<file path="config.mk">
export PLATFORM = sky130hd
export DESIGN_NAME = select_sync_serial_unit
export DESIGN_NICKNAME = d
export VERILOG_FILES = /design/src/rtl/sync_serial_pkg.sv /design/src/rtl/select_sync_serial_unit.sv
export SDC_FILE = /design/constraint.sdc
export NUM_CORES = 1
export LEC_CHECK = 0
export ABC_AREA = 1
export BUFFER_PORTS_ARGS = -buffer_cell sky130_fd_sc_hd__buf_2
export CAP_MARGIN = 20
export CORE_ASPECT_RATIO = 1.1
export CORE_MARGIN = 1
export CORE_UTILIZATION = 50
export DETAILED_ROUTE_END_ITERATION = 8
export GPL_TIMING_DRIVEN = 0
export PLACE_DENSITY_LB_ADDON = 0.3
export SKIP_CTS_REPAIR_TIMING = 1
export SYNTH_ARGS = -nofsm -noshare
export SYNTH_HDL_FRONTEND = slang
export SYNTH_SLANG_ARGS = --single-unit
</file>
<file path="constraint.sdc">
create_clock -name sys_clk -period 2.35 [get_ports sys_clk]
set_input_delay 0.3525 -clock sys_clk [delete_from_list [all_inputs] [get_ports sys_clk]]
set_output_delay 0.3525 -clock sys_clk [all_outputs]
set_load 0.01 [all_outputs]
</file>
<file path="src/rtl/sync_serial_pkg.sv">
// sync_serial_pkg: register indices, field positions, reset values, types
// assumes: registers sit on a 32-bit AHB-Lite word each, byte address = 4 x index
package sync_serial_pkg;
    // ------------------------------------------------------------
    // register indices (byte address is four times the index)
    // ------------------------------------------------------------
    localparam logic [7:0] IDX_CTRL_HIGH = 8'hB8;
    localparam logic [7:0] IDX_CTRL_LOW = 8'hB9;
    localparam logic [7:0] IDX_MODE = 8'hBA;
    localparam logic [7:0] IDX_ENABLE = 8'hBB;
    localparam logic [7:0] IDX_STATUS = 8'hBC;
    localparam logic [7:0] IDX_MODE_TWO = 8'hBD;
    localparam logic [7:0] IDX_TX_DATA = 8'hBE;
    localparam logic [7:0] IDX_RX_DATA = 8'hBF;
    // ------------------------------------------------------------
    // field positions
    // ------------------------------------------------------------
    localparam int CH_IIC_BIT = 7;
    localparam int CH_MASTER_BIT = 6;
    localparam int CH_CKS_LSB = 0;
    localparam int CL_CTRL_SOFT_RESET_BIT = 1;
    localparam int CL_IDLE_LEVEL_PROTECT_BIT = 4;
    localparam int CL_SOL_BIT = 5;
    localparam int MD_ORDER_BIT = 7;
    localparam int MD_CPOL_BIT = 1;
    localparam int MD_CPHA_BIT = 0;
    localparam int M2_FOUR_BIT = 0;
    localparam int EN_CONFLICT_IRQ_EN_BIT = 0;
    localparam int EN_RE_BIT = 3;
    localparam int EN_TE_BIT = 4;
    localparam int EN_RIE_BIT = 5;
    localparam int EN_TX_DONE_IRQ_EN_BIT = 6;
    localparam int EN_TIE_BIT = 7;
    localparam int ST_CE_BIT = 0;
    localparam int ST_OVERRUN_FLAG_BIT = 2;
    localparam int ST_RX_FULL_FLAG_BIT = 5;
    localparam int ST_TX_DONE_FLAG_BIT = 6;
    localparam int ST_TX_EMPTY_FLAG_BIT = 7;
    // ------------------------------------------------------------
    // reset values and constant read bits
    // ------------------------------------------------------------
    localparam logic [7:0] CTRL_HIGH_RST = 8'h00;
    localparam logic [7:0] CTRL_LOW_RST = 8'h7D;
    localparam logic [7:0] CTRL_LOW_ONES = 8'h5D;
    localparam logic [7:0] MODE_RST = 8'h00;
    localparam logic [7:0] ENABLE_RST = 8'h00;
    localparam logic [7:0] STATUS_RST = 8'h00;
    localparam logic [7:0] MODE_TWO_RST = 8'h00;
    // ------------------------------------------------------------
    // timing: half period of f1/4 in sys_clk cycles, fastest code
    // ------------------------------------------------------------
    localparam logic [7:0] HALF_MIN = 8'h02;
    localparam logic [2:0] CKS_MAX = 3'h6;
    localparam logic [4:0] LAST_EDGE = 5'h0F;
    // ------------------------------------------------------------
    // types
    // ------------------------------------------------------------
    typedef struct packed {
        logic tx_empty;
        logic tx_done;
        logic rx_full;
        logic overrun;
        logic conflict;
    } flags_type;
    typedef struct packed {
        logic valid;
        logic write;
        logic [7:0] idx;
    } bus_req_type;
    typedef enum logic [1:0] {
        ST_IDLE = 2'b00,
        ST_RUN = 2'b01
    } eng_state_type;
endpackage

</file>
<file path="src/rtl/select_sync_serial_unit.sv">
// select_sync_serial_unit: clocked serial unit with chip select, AHB-Lite registers
// assumes: pins are synchronous to sys_clk; one AHB-Lite master, zero wait states
`timescale 1ns/1ps
module select_sync_serial_unit #(
    parameter int WORD_BITS = 8
) (
    input wire logic sys_clk, // system clock f1
    input wire logic rst, // synchronous reset, active high
    input wire logic hsel, // slave select
    input wire logic [31:0] haddr, // byte address
    input wire logic [1:0] htrans, // transfer type
    input wire logic hwrite, // write when high
    input wire logic [2:0] hsize, // transfer size
    input wire logic [31:0] hwdata, // write data
    input wire logic hready, // bus ready
    output logic hreadyout, // ready except during reset
    output logic hresp, // always OKAY
    output logic [31:0] hrdata, // read data
    input wire logic bus_function_switch, // high selects the other bus function
    input wire logic serial_clock_pin_in, // clock pin level
    output logic serial_clock_pin_out, // clock pin drive
    output logic serial_clock_pin_oe, // clock pin enable
    input wire logic data_pin_in, // serial data in
    output logic data_pin_out, // serial data out
    output logic data_pin_out_oe, // data out enable
    input wire logic chip_select_pin, // chip select, low active level
    output logic irq // combined interrupt request
);
    // ------------------------------------------------------------
    // elaboration check
    // ------------------------------------------------------------
    // eight bits only
    if (WORD_BITS != 8)
    begin : g_bad_width
        $error("word width must be 8");
    end

    // ------------------------------------------------------------
    // registers and state
    // ------------------------------------------------------------
    sync_serial_pkg::bus_req_type req_q;
    logic [7:0] ctrl_high_q;
    logic ctrl_soft_reset_q;
    logic sol_q;
    logic [7:0] mode_q;
    logic [7:0] enable_q;
    logic four_wire_q;
    logic [7:0] tx_data_q;
    logic tx_pending_q;
    logic [7:0] rx_data_q;
    sync_serial_pkg::flags_type flags_q;
    sync_serial_pkg::flags_type seen_q;
    sync_serial_pkg::eng_state_type state_q;
    logic [7:0] shift_reg_q;
    logic [7:0] rx_shift_q;
    logic [4:0] edge_cnt_q;
    logic [7:0] div_cnt_q;
    logic sclk_q;
    logic sclk_in_q;
    logic cs_q;
    logic eng_rst;
    logic unit_on;
    logic master;
    logic tx_en;
    logic rx_en;
    logic cpol;
    logic cpha;
    logic lsb_first;
    logic [7:0] half;
    logic bus_valid;
    logic wr;
    logic rd_status;
    logic rd_rx;
    logic wr_tx;
    logic [7:0] wdata;
    logic can_start;
    logic start;
    logic conflict_set;
    logic edge_ev;
    logic sample_ev;
    logic change_ev;
    logic done;
    logic [7:0] rx_next;
    logic load_tx;
    logic [7:0] read_mux;

    // ------------------------------------------------------------
    // decoded controls
    // ------------------------------------------------------------
    // only unit modes with both i2c selects low
    assign unit_on = !bus_function_switch && !ctrl_high_q[sync_serial_pkg::CH_IIC_BIT];
    assign master = ctrl_high_q[sync_serial_pkg::CH_MASTER_BIT];
    assign tx_en = enable_q[sync_serial_pkg::EN_TE_BIT];
    assign rx_en = enable_q[sync_serial_pkg::EN_RE_BIT];
    assign cpol = mode_q[sync_serial_pkg::MD_CPOL_BIT];
    assign cpha = mode_q[sync_serial_pkg::MD_CPHA_BIT];
    assign lsb_first = mode_q[sync_serial_pkg::MD_ORDER_BIT];
    // engine held while soft reset bit is one
    assign eng_rst = rst || ctrl_soft_reset_q;
    // code 0 is f1/256 down to code 6 at f1/4; code 7 falls back to slowest
    assign half = (ctrl_high_q[2:0] > sync_serial_pkg::CKS_MAX) ?
        8'(sync_serial_pkg::HALF_MIN << sync_serial_pkg::CKS_MAX) :
        8'(sync_serial_pkg::HALF_MIN << (sync_serial_pkg::CKS_MAX - ctrl_high_q[2:0]));

    // ------------------------------------------------------------
    // bus decode: address phase taken, data phase next cycle
    // ------------------------------------------------------------
    assign bus_valid = hsel && htrans[1] && hready && (haddr[31:10] == 22'h0)
        && (haddr[1:0] == 2'b00);
    assign rd_status = bus_valid && !hwrite && (haddr[9:2] == sync_serial_pkg::IDX_STATUS);
    assign rd_rx = bus_valid && !hwrite && (haddr[9:2] == sync_serial_pkg::IDX_RX_DATA);
    assign wr = req_q.valid && req_q.write;
    assign wdata = hwdata[7:0];
    assign wr_tx = wr && (req_q.idx == sync_serial_pkg::IDX_TX_DATA);

    // read value chosen in the address phase, held in hrdata for the data phase
    always_comb
    begin
        read_mux = 8'h00;
        case (haddr[9:2])
            sync_serial_pkg::IDX_CTRL_HIGH: read_mux = ctrl_high_q;
            // idle level bit returns the actual output level
            sync_serial_pkg::IDX_CTRL_LOW: read_mux = sync_serial_pkg::CTRL_LOW_ONES
                | ({7'h00, data_pin_out} << sync_serial_pkg::CL_SOL_BIT)
                | ({7'h00, ctrl_soft_reset_q} << sync_serial_pkg::CL_CTRL_SOFT_RESET_BIT);
            sync_serial_pkg::IDX_MODE: read_mux = mode_q;
            sync_serial_pkg::IDX_ENABLE: read_mux = enable_q;
            sync_serial_pkg::IDX_STATUS: read_mux = {flags_q.tx_empty, flags_q.tx_done,
                flags_q.rx_full, 2'b00, flags_q.overrun, 1'b0, flags_q.conflict};
            sync_serial_pkg::IDX_MODE_TWO: read_mux = {7'h00, four_wire_q};
            sync_serial_pkg::IDX_TX_DATA: read_mux = tx_data_q;
            sync_serial_pkg::IDX_RX_DATA: read_mux = rx_data_q;
            default: read_mux = 8'h00;
        endcase
    end

    // bus response flops; unmapped reads return zero with OKAY
    always_ff @(posedge sys_clk)
    begin
        if (rst)
        begin
            req_q <= '0;
            hrdata <= 32'h00000000;
            hreadyout <= 1'b0;
            hresp <= 1'b0;
        end
        else
        begin
            hreadyout <= 1'b1;
            hresp <= 1'b0;
            req_q.valid <= bus_valid;
            req_q.write <= hwrite;
            req_q.idx <= haddr[9:2];
            // unmapped or misaligned reads give zero, never stale data
            if (hsel && htrans[1] && hready && !hwrite)
            begin
                hrdata <= bus_valid ? {24'h000000, read_mux} : 32'h00000000;
            end
        end
    end

    // ------------------------------------------------------------
    // software written registers
    // ------------------------------------------------------------
    // one window of eight registers
    always_ff @(posedge sys_clk)
    begin
        if (rst)
        begin
            ctrl_high_q <= sync_serial_pkg::CTRL_HIGH_RST;
            mode_q <= sync_serial_pkg::MODE_RST;
            enable_q <= sync_serial_pkg::ENABLE_RST;
            four_wire_q <= sync_serial_pkg::MODE_TWO_RST[sync_serial_pkg::M2_FOUR_BIT];
        end
        else
        begin
            if (wr && req_q.idx == sync_serial_pkg::IDX_CTRL_HIGH)
            begin
                ctrl_high_q <= wdata;
            end
            if (conflict_set)
            begin
                ctrl_high_q[sync_serial_pkg::CH_MASTER_BIT] <= 1'b0;
            end
            if (wr && req_q.idx == sync_serial_pkg::IDX_MODE)
            begin
                mode_q <= wdata;
            end
            if (wr && req_q.idx == sync_serial_pkg::IDX_ENABLE)
            begin
                enable_q <= wdata;
            end
            if (wr && req_q.idx == sync_serial_pkg::IDX_MODE_TWO)
            begin
                four_wire_q <= wdata[sync_serial_pkg::M2_FOUR_BIT];
            end
        end
    end

    // control low: soft reset and protected idle level
    always_ff @(posedge sys_clk)
    begin
        if (rst)
        begin
            ctrl_soft_reset_q <= sync_serial_pkg::CTRL_LOW_RST[sync_serial_pkg::CL_CTRL_SOFT_RESET_BIT];
            sol_q <= sync_serial_pkg::CTRL_LOW_RST[sync_serial_pkg::CL_SOL_BIT];
        end
        else if (wr && req_q.idx == sync_serial_pkg::IDX_CTRL_LOW)
        begin
            ctrl_soft_reset_q <= wdata[sync_serial_pkg::CL_CTRL_SOFT_RESET_BIT];
            // idle level only with protect written zero
            if (!wdata[sync_serial_pkg::CL_IDLE_LEVEL_PROTECT_BIT])
            begin
                sol_q <= wdata[sync_serial_pkg::CL_SOL_BIT];
            end
        end
    end

    // transmit buffer; pending means not yet moved to the shift register
    always_ff @(posedge sys_clk)
    begin
        if (rst)
        begin
            tx_data_q <= 8'h00;
            tx_pending_q <= 1'b0;
        end
        else if (wr_tx)
        begin
            tx_data_q <= wdata;
            tx_pending_q <= 1'b1;
        end
        else if (load_tx || ctrl_soft_reset_q)
        begin
            tx_pending_q <= 1'b0;
        end
    end

    // ------------------------------------------------------------
    // status flags: hardware set wins over software clear
    // ------------------------------------------------------------
    always_ff @(posedge sys_clk)
    begin
        if (rst)
        begin
            flags_q <= sync_serial_pkg::STATUS_RST[4:0];
            seen_q <= '0;
            rx_data_q <= 8'h00;
        end
        else
        begin
            if (rd_status)
            begin
                seen_q <= flags_q;
            end
            // zero written after one was read
            if (wr && req_q.idx == sync_serial_pkg::IDX_STATUS)
            begin
                seen_q <= '0;
                if (!wdata[sync_serial_pkg::ST_TX_EMPTY_FLAG_BIT] && seen_q.tx_empty)
                    flags_q.tx_empty <= 1'b0;
                if (!wdata[sync_serial_pkg::ST_TX_DONE_FLAG_BIT] && seen_q.tx_done)
                    flags_q.tx_done <= 1'b0;
                if (!wdata[sync_serial_pkg::ST_RX_FULL_FLAG_BIT] && seen_q.rx_full)
                    flags_q.rx_full <= 1'b0;
                if (!wdata[sync_serial_pkg::ST_OVERRUN_FLAG_BIT] && seen_q.overrun)
                    flags_q.overrun <= 1'b0;
                if (!wdata[sync_serial_pkg::ST_CE_BIT] && seen_q.conflict)
                    flags_q.conflict <= 1'b0;
            end
            // transmit write clears empty and end
            if (wr_tx)
            begin
                flags_q.tx_empty <= 1'b0;
                flags_q.tx_done <= 1'b0;
            end
            if (rd_rx)
            begin
                flags_q.rx_full <= 1'b0;
            end
            if (load_tx)
            begin
                flags_q.tx_empty <= 1'b1;
            end
            // end of word with nothing waiting
            if (done && tx_en && !tx_pending_q && !wr_tx)
            begin
                flags_q.tx_done <= 1'b1;
            end
            if (done && rx_en)
            begin
                // receive full still set means overrun
                if (flags_q.rx_full && !rd_rx)
                begin
                    flags_q.overrun <= 1'b1;
                end
                else
                begin
                    // word lands in receive data register
                    rx_data_q <= rx_next;
                    flags_q.rx_full <= 1'b1;
                end
            end
            if (conflict_set)
            begin
                flags_q.conflict <= 1'b1;
            end
        end
    end

    // ------------------------------------------------------------
    // transfer engine
    // ------------------------------------------------------------
    // nothing starts while overrun stands
    assign can_start = unit_on && !flags_q.overrun && (tx_en || rx_en)
        && (!tx_en || tx_pending_q) && (!rx_en || tx_en || !flags_q.rx_full);
    // master finds chip select low at start
    assign conflict_set = (state_q == sync_serial_pkg::ST_IDLE && can_start && master
        && four_wire_q && !chip_select_pin)
        // slave sees chip select rise mid-transfer
        || (state_q == sync_serial_pkg::ST_RUN && !master && four_wire_q
        && !cs_q && chip_select_pin);
    assign start = state_q == sync_serial_pkg::ST_IDLE && can_start && !conflict_set
        && (master || !four_wire_q || !chip_select_pin);
    assign load_tx = start && tx_en;
    // master edges from the divider; slave edges from the pin
    assign edge_ev = (state_q == sync_serial_pkg::ST_RUN) && (master ?
        (div_cnt_q == half - 8'h01) : (sclk_in_q != serial_clock_pin_in));
    assign sample_ev = edge_ev && (edge_cnt_q[0] == cpha);
    assign change_ev = edge_ev && (edge_cnt_q[0] != cpha) && (edge_cnt_q != 5'h00);
    assign done = edge_ev && (edge_cnt_q == sync_serial_pkg::LAST_EDGE);
    // lsb first fills from the top, msb first from the bottom
    assign rx_next = !sample_ev ? rx_shift_q :
        (lsb_first ? {data_pin_in, rx_shift_q[7:1]} : {rx_shift_q[6:0], data_pin_in});

    // engine state and counters, cleared by soft reset too
    always_ff @(posedge sys_clk)
    begin
        if (eng_rst)
        begin
            state_q <= sync_serial_pkg::ST_IDLE;
            edge_cnt_q <= 5'h00;
            div_cnt_q <= 8'h00;
            sclk_q <= 1'b0;
        end
        else
        begin
            case (state_q)
                sync_serial_pkg::ST_IDLE:
                begin
                    sclk_q <= cpol;
                    edge_cnt_q <= 5'h00;
                    div_cnt_q <= 8'h00;
                    if (start)
                    begin
                        state_q <= sync_serial_pkg::ST_RUN;
                    end
                end
                sync_serial_pkg::ST_RUN:
                begin
                    div_cnt_q <= edge_ev ? 8'h00 : div_cnt_q + 8'h01;
                    if (edge_ev)
                    begin
                        sclk_q <= !sclk_q;
                        edge_cnt_q <= edge_cnt_q + 5'h01;
                    end
                    if (done || conflict_set || !unit_on)
                    begin
                        state_q <= sync_serial_pkg::ST_IDLE;
                    end
                end
                default: state_q <= sync_serial_pkg::ST_IDLE;
            endcase
        end
    end

    // shift register cleared by soft reset
    always_ff @(posedge sys_clk)
    begin
        if (eng_rst)
        begin
            shift_reg_q <= 8'h00;
            rx_shift_q <= 8'h00;
        end
        else
        begin
            rx_shift_q <= rx_next;
            if (load_tx)
            begin
                shift_reg_q <= tx_data_q;
            end
            else if (change_ev)
            begin
                shift_reg_q <= lsb_first ? {1'b0, shift_reg_q[7:1]} : {shift_reg_q[6:0], 1'b0};
            end
        end
    end

    // pin history for slave clock edges and chip select rise; pins are synchronous
    always_ff @(posedge sys_clk)
    begin
        if (rst)
        begin
            sclk_in_q <= 1'b0;
            cs_q <= 1'b1;
        end
        else
        begin
            sclk_in_q <= serial_clock_pin_in;
            cs_q <= chip_select_pin;
        end
    end

    // ------------------------------------------------------------
    // pins and interrupt, all from flops
    // ------------------------------------------------------------
    always_ff @(posedge sys_clk)
    begin
        if (rst)
        begin
            serial_clock_pin_out <= 1'b0;
            serial_clock_pin_oe <= 1'b0;
            data_pin_out <= 1'b1;
            data_pin_out_oe <= 1'b0;
            irq <= 1'b0;
        end
        else
        begin
            serial_clock_pin_out <= sclk_q;
            // clock released once master select drops
            serial_clock_pin_oe <= unit_on && master && !conflict_set;
            data_pin_out_oe <= unit_on && tx_en;
            // idle level holds after a word
            if (state_q == sync_serial_pkg::ST_RUN && tx_en)
                data_pin_out <= lsb_first ? shift_reg_q[0] : shift_reg_q[7];
            else
                data_pin_out <= sol_q;
            // enable and flag; five sources ORed
            irq <= (enable_q[sync_serial_pkg::EN_TIE_BIT] && flags_q.tx_empty)
                || (enable_q[sync_serial_pkg::EN_TX_DONE_IRQ_EN_BIT] && flags_q.tx_done)
                || (enable_q[sync_serial_pkg::EN_RIE_BIT] && flags_q.rx_full)
                || (enable_q[sync_serial_pkg::EN_RIE_BIT] && flags_q.overrun)
                || (enable_q[sync_serial_pkg::EN_CONFLICT_IRQ_EN_BIT] && flags_q.conflict);
        end
    end
endmodule

</file>
==> results of run 1 <==
[power by group]
part / internal [mW] / switching (mW) / total (mW) / leakage, nW
clock network: 0.767 / 0.791 / 1.56 / 0.151
registers: 1.89 / 0.00419 / 1.89 / 0.899
logic: 0.0842 / 0.136 / 0.220 / 1.93
total: 2.74 / 0.931 / 3.67 / 2.98
[cells in the mapped netlist (2+ instances only)]
master                     number  area [um2]
sky130_fd_sc_hd__a21oi_1       59         295
sky130_fd_sc_hd__buf_4         26         195
sky130_fd_sc_hd__nor2_1        99         372
sky130_fd_sc_hd__inv_2          4        15.0
sky130_fd_sc_hd__a41oi_1        2        17.5
sky130_fd_sc_hd__a21o_1         2        15.0
sky130_fd_sc_hd__or2_2          5        31.3
sky130_fd_sc_hd__nor4_1        11        68.8
sky130_fd_sc_hd__a211oi_1      16         120
sky130_fd_sc_hd__a221oi_1       6        52.6
sky130_fd_sc_hd__nand2_1      157         589
sky130_fd_sc_hd__nand4_1       24         150
sky130_fd_sc_hd__dfxtp_1      111        2220
sky130_fd_sc_hd__xor2_1         2        17.5
sky130_fd_sc_hd__clkbuf_1      17        63.8
sky130_fd_sc_hd__ha_1           8         100
sky130_fd_sc_hd__xnor2_1        2        17.5
sky130_fd_sc_hd__o31ai_1        2        15.0
sky130_fd_sc_hd__nor3_1        12        60.1
sky130_fd_sc_hd__buf_1          2        7.51
sky130_fd_sc_hd__nor3b_1        3        22.5
sky130_fd_sc_hd__a31oi_1        3        18.8
sky130_fd_sc_hd__inv_1         93         349
sky130_fd_sc_hd__nor2_4         2        22.5
sky130_fd_sc_hd__nand3_2        3        30.0
sky130_fd_sc_hd__a22o_1         2        17.5
sky130_fd_sc_hd__buf_2          2        10.0
sky130_fd_sc_hd__nand2_4        3        33.8
sky130_fd_sc_hd__o21ai_0       56         280
sky130_fd_sc_hd__nand3_1       39         195
[worst max-delay path, cell delays in order, from the launching register on]
cell	delay (ns)
sky130_fd_sc_hd__dfxtp_4	0.37
sky130_fd_sc_hd__ha_4	0.17
sky130_fd_sc_hd__nor2_4	0.13
sky130_fd_sc_hd__nand3_2	0.10
sky130_fd_sc_hd__ha_4	0.25
sky130_fd_sc_hd__nand2_1	0.05
sky130_fd_sc_hd__inv_1	0.03
sky130_fd_sc_hd__nor2_1	0.08
sky130_fd_sc_hd__nand3_1	0.07
sky130_fd_sc_hd__nor2_1	0.09
sky130_fd_sc_hd__nand3_1	0.09
sky130_fd_sc_hd__nor2_2	0.09
sky130_fd_sc_hd__nand3_2	0.11
sky130_fd_sc_hd__nand2_4	0.16
sky130_fd_sc_hd__nand4_4	0.12
sky130_fd_sc_hd__nor2_4	0.21
sky130_fd_sc_hd__buf_4	0.17
sky130_fd_sc_hd__nand2_1	0.05
sky130_fd_sc_hd__nand2_1	0.07
sky130_fd_sc_hd__nor2_1	0.05
[stage by stage]
| stage | worst slack (ns) | instance area [um2] |
|---|---|---|
| floorplan | 0.0125 | 5630 |
| global placement | -0.359 | 6130 |
| detailed placement | -0.377 | 6130 |
| CTS | -0.391 | 6440 |
| global route | -0.335 | 6810 |
| finish | -0.204 | 6810 |
[registers in the layout, summed over array words and instances (netlist names), 8 cells and up]
name,cells
req_q,10
ctrl_high_q,8
div_cnt_q,8
enable_q,8
hrdata,8
mode_q,8
rx_data_q,8
rx_shift_q,8
shift_reg_q,8
tx_data_q,8
[per-layer routing]
layer | wire length [um] | up-vias | GRT usage | share of wire
li1 | - | 2799 | - | -
met1 | 6650 | 2601 | 0.376 | 0.43
met2 | 7400 | 216 | 0.444 | 0.48
met3 | 1190 | 31 | 0.0342 | 0.077
met4 | 279 | 0 | 0.0810 | 0.018
met5 | 0 | - | 0 | 0
[layout make-up]
type,count,area [um2]
fillers,974,3780
multi-input cells,557,2970
clock inverters,7,83.8
flip-flops and latches,111,2230
repair buffers,79,445
inverters,98,375
plain buffers,48,298
well taps,143,179
clock buffers,9,225
[logic make-up after synthesis]
| family | Yosys count | synth area share |
|---|---|---|
| other | 1 | 0.000678 |
| buffers and inverters | 146 | 0.118 |
| flip-flops | 111 | 0.402 |
| adder cells (fa/ha/maj) | 8 | 0.0181 |
| AND/OR/NAND/NOR | 364 | 0.295 |
| XOR/XNOR | 4 | 0.00633 |
| AO/OA/AOI/OAI | 155 | 0.160 |
[layout by cell type (no fill, tap or decap), types with 9 or more instances in the layout]
master / n
sky130_fd_sc_hd__nand2_1: 144
sky130_fd_sc_hd__dfxtp_1: 108
sky130_fd_sc_hd__nor2_1: 94
sky130_fd_sc_hd__inv_1: 93
sky130_fd_sc_hd__buf_2: 65
sky130_fd_sc_hd__o21ai_0: 56
sky130_fd_sc_hd__a21oi_1: 50
sky130_fd_sc_hd__buf_4: 39
sky130_fd_sc_hd__nand3_1: 36
sky130_fd_sc_hd__conb_1: 25
sky130_fd_sc_hd__nand4_1: 24
sky130_fd_sc_hd__a211oi_1: 16
sky130_fd_sc_hd__clkbuf_1: 15
sky130_fd_sc_hd__nor4_1: 11
sky130_fd_sc_hd__nand2_4: 10
sky130_fd_sc_hd__nor3_1: 10
sky130_fd_sc_hd__a21oi_2: 9
sky130_fd_sc_hd__clkbuf_16: 9
[path summary, 6_finish.rpt]
kind                                    end  depth (start not counted)
setup / recovery  rx_data_q[4]$_SDFFE_PP0P_                         19
hold / removal          req_q[6]$_SDFF_PP0_                          3
setup reg to reg  rx_data_q[4]$_SDFFE_PP0P_                         19
hold reg to reg     div_cnt_q[0]$_SDFF_PP0_                          1
==> impl.org, run 1 <==
** Status
- Result of the run :: finished with violations
- Violations in the final reports :: setup timing

** Synthesis
- Synthesis handed over a netlist of 789 instances.
- The synthesized netlist occupies a cell area of 0.00553 mm2.
- Post-synthesis cell type count :: 46
- Number of warnings issued by yosys :: 0
- Synthesized area per cell :: 7.01 um2
- Number of enable-type register cells in the synthesized netlist :: 0
- Most used flip-flop cell after synthesis :: sky130_fd_sc_hd__dfxtp_1
- For this run, the register share of the synthesized area comes to 0.402.
- In this run, synthesis produced a sequential element count of 111.
- Fraction of registers with async set/reset :: 0

** Routing
- Wire length after detailed routing :: 15.5 mm
- Count of nets left with antenna violations after detail routing :: 0
- In this run, the number of DRC markers left after iteration 0 of detailed routing was 444.
- DRC violations left :: 0
- The final route contains 5647 vias.
- Drt wl/cell :: 14.8 um
- For this run, the detailed router's first-pass iteration total came to 5.
- After detailed routing, the number of vias per cell comes to 5.37.

** Global route
- GRT Resource Usage Total :: 0.273
- The first global-routing pass estimated 24.3 mm of wire.
- The number of global-route vias before repair is 4991.
- Total congestion overflow :: 0
- Number of antenna violations at the first check in global routing :: 0
- Largest net degree at the start of global routing :: 23

** STA
- In this run the tightest slew margin relative to its limit is 0.187.
- Period utilization :: 1.09
- Setup repair after global routing could not meet its margin everywhere.
- The worst path in the final design needs a cycle of 2.55 ns, including I/O delays and setup.
- Fin Setup TNS :: -3.25 ns
- The final-report max-slew violation count is 0.
- The final count of hold timing violations came to 0.
- Hold timing on the final database bottoms out at a slack of 0.214 ns.
- Setup violations remaining at the end of the flow were counted as 29.
- Worst Setup Slack, final :: -0.204 ns
- Worst Skew :: 0.0103 ns
- Maximum clock frequency :: 0.391 GHz
- For the pin with the worst max-slew slack, the measured transition is 1.21 ns.

** Power and ir drop
- Power density relative to cell area :: 539 mW/mm2
- Highest ir drop seen on vdd :: 0.360 mV
- After layout, the design draws a total of 3.67 mW.
- Leakage power :: 2.98 nW

** Run
- Count of max-cap constraint violations :: 0

** Setup path
- Kind of end point of the critical path :: flip-flop
- Data arrives at the worst endpoint at 2.81 ns.
- Kind of critical path :: flip-flop to flip-flop
- Worst Path Required :: 2.61 ns
- Start point of the critical path :: ctrl_high_q[1]$_SDFFE_PP0P_
- Kind of start point of the critical path :: flip-flop
- Maximum fanout along the worst path :: 6
- Launch point of the worst reg-to-reg path :: ctrl_high_q[1]$_SDFFE_PP0P_
- Across all register-to-register paths, the minimum setup slack is -0.20 ns.

** Placement
- Number of input and output port buffers inserted :: 63
- In this run, placement finished with an instance count of 1019.
- Routability-driven placement finished with a final weighted congestion of 0.915.
- The wire-length estimate of the detail-placed layout is 11.2 mm.

** Clocking
- In this run the clock root is driven by a sky130_fd_sc_hd__clkbuf_16.
- No sink is reached through more buffers than the 2 on the longest clock path.
- Clock latency on the worst-skew pair :: 0.35 ns
- Clock-pin slew of the registers on the worst-case setup and hold paths :: 0.08 ns
- Counting every sink on the clock net gives 111.
- The clock tree synthesis step divided the H-tree into 3 levels.
- TritonCTS built the clock tree.
- Clock tree synthesis inserted a total of 9 buffers.

** Die
- Effective utilization at floorplan :: 0.523
- The floorplan has 39 rows.
- The die is 102 um wide.
- The floorplan step set the die height to 112 um.
- During I/O placement, the number of pins put on the boundary was 117.
- The die covers 0.0115 mm2.
- In this run the standard cell core region covers 0.0106 mm2.

** Cells and area
- In the final layout, the share of cells above drive strength 1 is 0.202.
- Relative to the synthesized area, the layout overhead comes to 23.0%.
- Post-Layout Cell Count :: 1052
- In the final design database the tool counted 990 nets.
- Layout Utilization :: 0.643
- Diodes inserted :: 0

** Hold path
- Worst min-delay path category :: primary input to flip-flop
- Startpoint of the worst hold path :: haddr[8]
Note: power is estimated with default switching activity, not from simulation.
==> run 2, diff against run 1 <==
RECOVER_POWER = 25   (was default)
==> run 2 against run 1 <==
  * The flow still finishes with violations (setup timing)
  * Critical endpoint unchanged
  * Global-route usage stayed put
  * Clock-buffer cell count unchanged
  * Combinational power is essentially flat
  * Utilization shrank 0.18 points
  * Final area down 0.28%
  * Die area did not move
  * Flip-flop and latch count did not move
  * Final cell count unchanged
  * Critical path depth unchanged
  * Clock skew hardly changed
==> impl.org, run 2 (same netlist as run 1, synthesis figures left out) <==
** Status
- The flow ran to the end, but the final reports show violations.
- Violations in the final reports :: setup timing

** Cells and area
- Number of nets at the end of the flow :: 990
- Diodes inserted :: 0
- FILL cells :: 985
- Most common library cell in the layout ignoring fill and taps :: sky130_fd_sc_hd__nand2_1
- Post-Layout Cell Count :: 1052
- The register with the most flip-flops in the layout has 10 of them.
- Relative to the synthesized area, the layout overhead comes to 22.7%.
- Share of cells above drive strength 1 :: 0.186
- Layout Utilization :: 0.641
- Counting flops per register, the top entry is req_q.
- The library cells used most frequently in the layout, excluding fill and tap cells, are sky130_fd_sc_hd__nand2_1 (144), sky130_fd_sc_hd__dfxtp_1 (108), sky130_fd_sc_hd__nor2_1 (94).

** STA
- Fin Setup TNS :: -3.37 ns
- Static timing analysis puts the maximum clock frequency at 0.391 GHz.
- For the pin with the worst max-slew slack, the measured transition is 1.18 ns.
- Worst Skew :: 0.0105 ns
- Setup slack on the critical path of the routed design comes to -0.210 ns.
- Final setup violation count :: 29
- Number of pins with negative max-slew slack in the final report :: 0
- Unrepaired setup endpoints after global routing :: true
- Period utilization :: 1.09
- Number of failing hold endpoints at the final stage :: 0
- After layout, the minimum clock period comes to 2.56 ns.
- Max-slew headroom :: 0.209
- Hold slack final :: 0.212 ns

** Power and ir drop
- Of the total power, registers draw 0.516.
- For this design the ratio of total power to cell area is 540 mW/mm2.
- Of the total power, combinational logic draws 0.060.
- The internal portion of the total power is 2.74 mW.
- Net switching power :: 928 uW
- Across the VDD grid, the largest voltage drop is 0.361 mV.
- The analysis attributes to cell leakage a power of 2.92 nW.
- Of the total power, the share spent switching nets is 0.253.
- Overall power of the completed layout :: 3.67 mW
- Share of total power in the clock network :: 0.424

** Placement
- The HPWL after detailed placement is 11.2 mm.
- After detailed placement, the design holds a cell count of 1019.
- Number of input and output port buffers inserted :: 63
- Gp weighted congestion :: 0.915

** Setup path
- Walking the worst path, the cells encountered are ha_4, nor2_4, nand3_2, ha_4, nand2_1, inv_1, nor2_1, nand3_1, nor2_1, nand3_1, nor2_2, nand3_2, nand2_4, nand4_4, nor2_4, buf_4, nand2_1, nand2_1, nor2_1.
- Worst Path Required :: 2.61 ns
- Kind of end point of the critical path :: flip-flop
- The number of buffers and inverters on the critical path is 2.
- At the worst endpoint, the arrival time is 2.82 ns.
- STA classifies the critical path startpoint as a flip-flop.
- Of all nets on the critical path, the largest fanout is 6.
- Kind of critical path :: flip-flop to flip-flop
- Start point of the critical path :: ctrl_high_q[1]$_SDFFE_PP0P_
- For flop-to-flop paths, the worst setup slack is -0.21 ns.
- Master of the slowest instance on the critical path :: sky130_fd_sc_hd__dfxtp_4
- In this run the critical register-to-register path is launched from ctrl_high_q[1]$_SDFFE_PP0P_.
- Largest stage delay on the critical path :: 0.37 ns
- Counting cells, the worst reg-to-reg path comes to 19.
- Cell type group with the largest total delay on the critical path :: simple AND/OR/NAND/NOR gates
- Crit. path cell count :: 19

** Die
- The total area inside the core boundary comes to 0.0106 mm2.
- For this configuration, the core starts out at a cell density of 0.523.
- Die extent in y :: 112 um
- The die is 102 um wide.
- The die covers 0.0115 mm2.
- Number of ports placed on the die boundary :: 117
- After floorplanning, the core was divided into 39 placement rows.

** Routing
- Met3 WL post-DR :: 1.26 mm
- For this block, the routed nets add up to 15.6 mm of wire.
- In this run the remaining antenna-violating nets after routing total 0.
- Detailed routing placed a total of 7.38 mm of wire on met2.
- The routed layout has 5586 vias.
- After detailed routing, no signal wire sits above met4.
- After the first detailed-routing iteration, the DRC count stood at 465.
- For this run, design rule violations remaining after detail routing come to 0.
- Dividing the detail-routed wire length by the instance count gives 14.8 um.
- The pre-antenna-repair detailed-routing pass consisted of 5 iterations.
- Vias per cell :: 5.31
- Routed met1 length :: 6.65 mm

** Hold path
- The min-delay analysis places its worst path in the category primary input to flip-flop.
- Hold-critical path depth :: 3
- Startpoint of the worst hold path :: haddr[8]

** Run
- The tool flagged a number of max-cap violations equal to 0.

** Clocking
- The cell sitting at the root of the clock tree is a sky130_fd_sc_hd__clkbuf_16.
- Clock-pin slew of the registers on the worst-case setup and hold paths :: 0.08 ns
- The H-tree was split into 3 levels.
- The clock drives 111 sinks.
- At the later pin of the worst-skew pair, clock insertion delay measures 0.35 ns.
- Inserted Clock Buffers :: 9
- Maximum clock path buffer count :: 2
- CTS tree :: yes

** Global route
- Global routing finished with a remaining overflow of 0.
- Vias in the first global route :: 4991
- Largest net degree at the start of global routing :: 23
- Number of antenna violations at the first check in global routing :: 0
- The first global-routing pass estimated 24.3 mm of wire.
- GRT Resource Usage Total :: 0.273
[run 2: routing by layer]
metal  up-vias  track usage
li1       2796            -
met1      2532        0.376
met4         0       0.0810
met5         -            0
met2       229        0.444
met3        29       0.0342
[run 2: layout make-up]
| type | count | area (um2) | area share |
|---|---|---|---|
| clock inverters | 7 | 83.8 | 0.0124 |
| multi-input cells | 557 | 2970 | 0.437 |
| inverters | 98 | 375 | 0.0553 |
| repair buffers | 79 | 427 | 0.0629 |
| well taps | 143 | 179 | 0.0264 |
| flip-flops and latches | 111 | 2230 | 0.329 |
| plain buffers | 48 | 298 | 0.0439 |
| clock buffers | 9 | 225 | 0.0332 |
[run 2: power by group through the flow]
stage	clock network, mW	registers, mW	logic [mW]
global placement	0	1.94	0.205
CTS	1.56	1.89	0.208
floorplan	0	1.94	0.122
global route	1.64	1.89	0.243
finish	1.55	1.89	0.220
detailed placement	0	1.94	0.206
[run 2: path summary, 6_finish.rpt]
check                                                  to
worst min-delay path                  req_q[6]$_SDFF_PP0_
worst min register to register    div_cnt_q[0]$_SDFF_PP0_
worst max-delay path            rx_data_q[4]$_SDFFE_PP0P_
worst max register to register  rx_data_q[4]$_SDFFE_PP0P_
[run 2: metrics by stage]
step / instance area (um2) / setup slack [ns]
2_1_floorplan: 5630 / 0.0125
3_3_place_gp: 6130 / -0.359
3_5_place_dp: 6130 / -0.377
4_1_cts: 6440 / -0.391
5_1_grt: 6790 / -0.335
6_report: 6790 / -0.210
[run 2: worst reg2reg max path: cells and delay by family, from the launching register on]
family / cells / cell delay, ns
simple gates: 15 / 1.49
fa+ha+maj: 2 / 0.42
flops: 1 / 0.37
buf+inv: 2 / 0.20
==> run 3, diff against run 2 <==
CELL_PAD_IN_SITES_DETAIL_PLACEMENT = 2   (was default)
CELL_PAD_IN_SITES_GLOBAL_PLACEMENT = 2   (was default)
CORE_UTILIZATION = 27   (was 50)
==> run 3 against run 2 <==
  * The flow finishes with violations (DRC, setup timing)
  * Maximum frequency shrank 5.4%
  * Total power grew 2.3%
  * Global-route usage shrank 8.0 points
  * Register-to-register slack lost 0.15 ns
  * First-iteration DRC count shrank 53%
  * Utilization shrank 29 points
  * Largest cell class unchanged
==> impl.org, run 3 (same netlist as run 1, synthesis figures left out) <==
** Status
- The flow ran to the end, but the final reports show violations.
- Violations in the final reports :: DRC, setup timing

** Setup path
- Kind of critical path :: flip-flop to flip-flop
- The worst setup path is captured at a flip-flop.
- Maximum fanout along the worst path :: 6
- Data on the critical path arrives at its endpoint at 2.97 ns.
- Worst Path Required :: 2.61 ns
- The worst setup path is launched from a flip-flop.

** Global route
- The first global-routing pass estimated 31.3 mm of wire.
- The number of antenna violations at the first check in global routing was 0.
- Entering global routing, the biggest net connects 19 pins.
- Total congestion overflow :: 0
- In the global route stage, overall resource usage came out at 0.193.
- The number of global-route vias before repair was 5777.

** Hold path
- The tightest min-delay check is of the primary input to flip-flop type.

** STA
- Max-slew headroom :: 0.259
- Worst Setup Slack, final :: -0.355 ns
- The final count of hold timing violations was 0.
- At the pin with the least slew margin, the transition time is 1.10 ns.
- Period utilization :: 1.15
- Setup repair after global routing could not meet its margin everywhere.
- Based on the critical path, the design can be clocked at up to 0.370 GHz.
- In the final timing run, aggregate negative setup slack is -8.90 ns.
- Across the routed clock network, the largest skew measured is 0.0112 ns.
- The final-report max-slew violation count came to 0.
- Setup violations remaining at the end of the flow were counted as 41.
- Hold slack final :: 0.207 ns
- Post-route minimum period :: 2.70 ns

** Die
- The die covers 0.0211 mm2.
- Total number of placement rows :: 54
- In this run the horizontal extent of the chip is 139 um.
- Number of ports placed on the die boundary :: 117
- The initial utilization of the core area, before any placement, comes to 0.278.
- Area inside the core boundary :: 0.0199 mm2
- The die is 152 um tall.

** Cells and area
- Counting flops per register, the top entry is req_q.
- Number of nets at the end of the flow :: 992
- Share of cells above drive strength 1 :: 0.196
- Top library cells by usage in the layout, fill and taps aside :: sky130_fd_sc_hd__nand2_1 (147), sky130_fd_sc_hd__dfxtp_1 (108), sky130_fd_sc_hd__inv_1 (92)
- Summing all multi-input logic gate instances after layout gives 0.00301 mm2.
- Synthesis-to-layout area growth :: 26.6%
- After filler insertion, the fill cell instance count of the layout stands at 2386.
- Leaving out fill and tap cells, the most frequent cell in the layout is sky130_fd_sc_hd__nand2_1.
- Number of flip-flops under the largest register name :: 10
- The number of antenna diodes in the final layout is 0.
- Sequential cell area :: 0.00223 mm2
- Excluding fillers, the count of instances in the completed layout stands at 1162.

** Routing
- After detailed routing, the number of vias per cell comes to 4.96.
- The final layout contains routed wiring with a total length of 20.7 mm.
- Drt wl/cell :: 17.9 um
- DRC violations left :: 4
- Total number of vias :: 5761
- The detail route stage leaves a number of antenna-violating nets equal to 0.
- For this run, the detailed router's first-pass iteration total came to 6.
- The detailed router finished its first iteration with 217 violations.

** Clocking
- Inserted Clock Buffers :: 9
- At the later pin of the worst-skew pair, clock insertion delay measures 0.37 ns.
- The cell sitting at the root of the clock tree is a sky130_fd_sc_hd__clkbuf_16.
- CTS tree :: yes
- CTS sink count :: 111
- The H-tree generated during clock tree synthesis spans 3 levels.
- No sink is reached through more buffers than the 2 on the longest clock path.
- Clock-pin slew of the registers on the worst-case setup and hold paths :: 0.07 ns

** Placement
- Number of input and output port buffers inserted :: 63
- Detail Placement HPWL :: 15.9 mm
- The congestion estimate from routability-driven global placement came to 0.822.
- In this run, placement finished with an instance count of 1129.

** Power and ir drop
- Dividing total power by cell area gives a power density of 535 mW/mm2.
- Highest ir drop seen on vdd :: 0.343 mV
- The analysis attributes to cell leakage a power of 2.82 nW.

** Run
- Max-cap violations in this run came to 0.
## run 3: power breakdown
group | internal, mW | leakage, nW | total (mW) | switching, mW
registers | 1.89 | 0.899 | 1.89 | 0.00454
logic | 0.0999 | 1.78 | 0.254 | 0.154
clock network | 0.831 | 0.146 | 1.60 | 0.772
## run 3: routing by layer
metal,global-route usage,routed length (um),part of all wire
met5,0,0,0
met4,0.0546,484,0.023
met2,0.345,10500,0.51
met1,0.236,9010,0.43
met3,0.0343,763,0.037
## run 3: critical path, stage by stage, from the launching register on
cell and delay [ns]:
sky130_fd_sc_hd__dfxtp_4 0.37, sky130_fd_sc_hd__ha_4 0.17, sky130_fd_sc_hd__nor2_4 0.15, sky130_fd_sc_hd__nand3_2 0.10, sky130_fd_sc_hd__ha_4 0.23, sky130_fd_sc_hd__nand2_2 0.06, sky130_fd_sc_hd__inv_2 0.04, sky130_fd_sc_hd__nor2_4 0.07
sky130_fd_sc_hd__nand3_2 0.09, sky130_fd_sc_hd__nor2_2 0.12, sky130_fd_sc_hd__nand3_1 0.09, sky130_fd_sc_hd__nor2_2 0.13, sky130_fd_sc_hd__nand3_2 0.14, sky130_fd_sc_hd__nand2_4 0.16, sky130_fd_sc_hd__nand4_4 0.15, sky130_fd_sc_hd__nor2_4 0.20
sky130_fd_sc_hd__buf_6 0.15, sky130_fd_sc_hd__nand2_1 0.05, sky130_fd_sc_hd__nand2_1 0.06, sky130_fd_sc_hd__nor2_1 0.04
## run 3: worst paths after layout
kind / from / to / slack [ns] / cells after the start
worst max-delay path: ctrl_high_q[1]$_SDFFE_PP0P_ / rx_data_q[7]$_SDFFE_PP0P_ / -0.35 / 19
worst min-delay path: haddr[9] / req_q[7]$_SDFF_PP0_ / 0.21 / 3
worst max register to register: ctrl_high_q[1]$_SDFFE_PP0P_ / rx_data_q[7]$_SDFFE_PP0P_ / -0.35 / 19
worst min register to register: hrdata[6]$_SDFFE_PP0P_ / hrdata[6]$_SDFFE_PP0P_ / 0.47 / 2
## run 3: stage by stage
step	cell area (um2)	power, mW	utilization	setup WS, ns
floorplan	5630	2.06	-	0.0125
global placement	6260	2.16	0.314	-0.507
detailed placement	6270	2.16	0.315	-0.574
CTS	6560	3.77	0.329	-0.600
global route	7010	3.88	0.351	-0.563
finish	7010	3.75	0.351	-0.355
## run 3: area by class of cell
| type | instances | share of cell area |
|---|---|---|
| multi-input cells | 557 | 0.430 |
| flip-flops and latches | 111 | 0.318 |
| repair buffers | 81 | 0.0684 |
| inverters | 98 | 0.0532 |
| well taps | 252 | 0.0450 |
| plain buffers | 48 | 0.0432 |
| clock buffers | 9 | 0.0321 |
| clock inverters | 6 | 0.0100 |
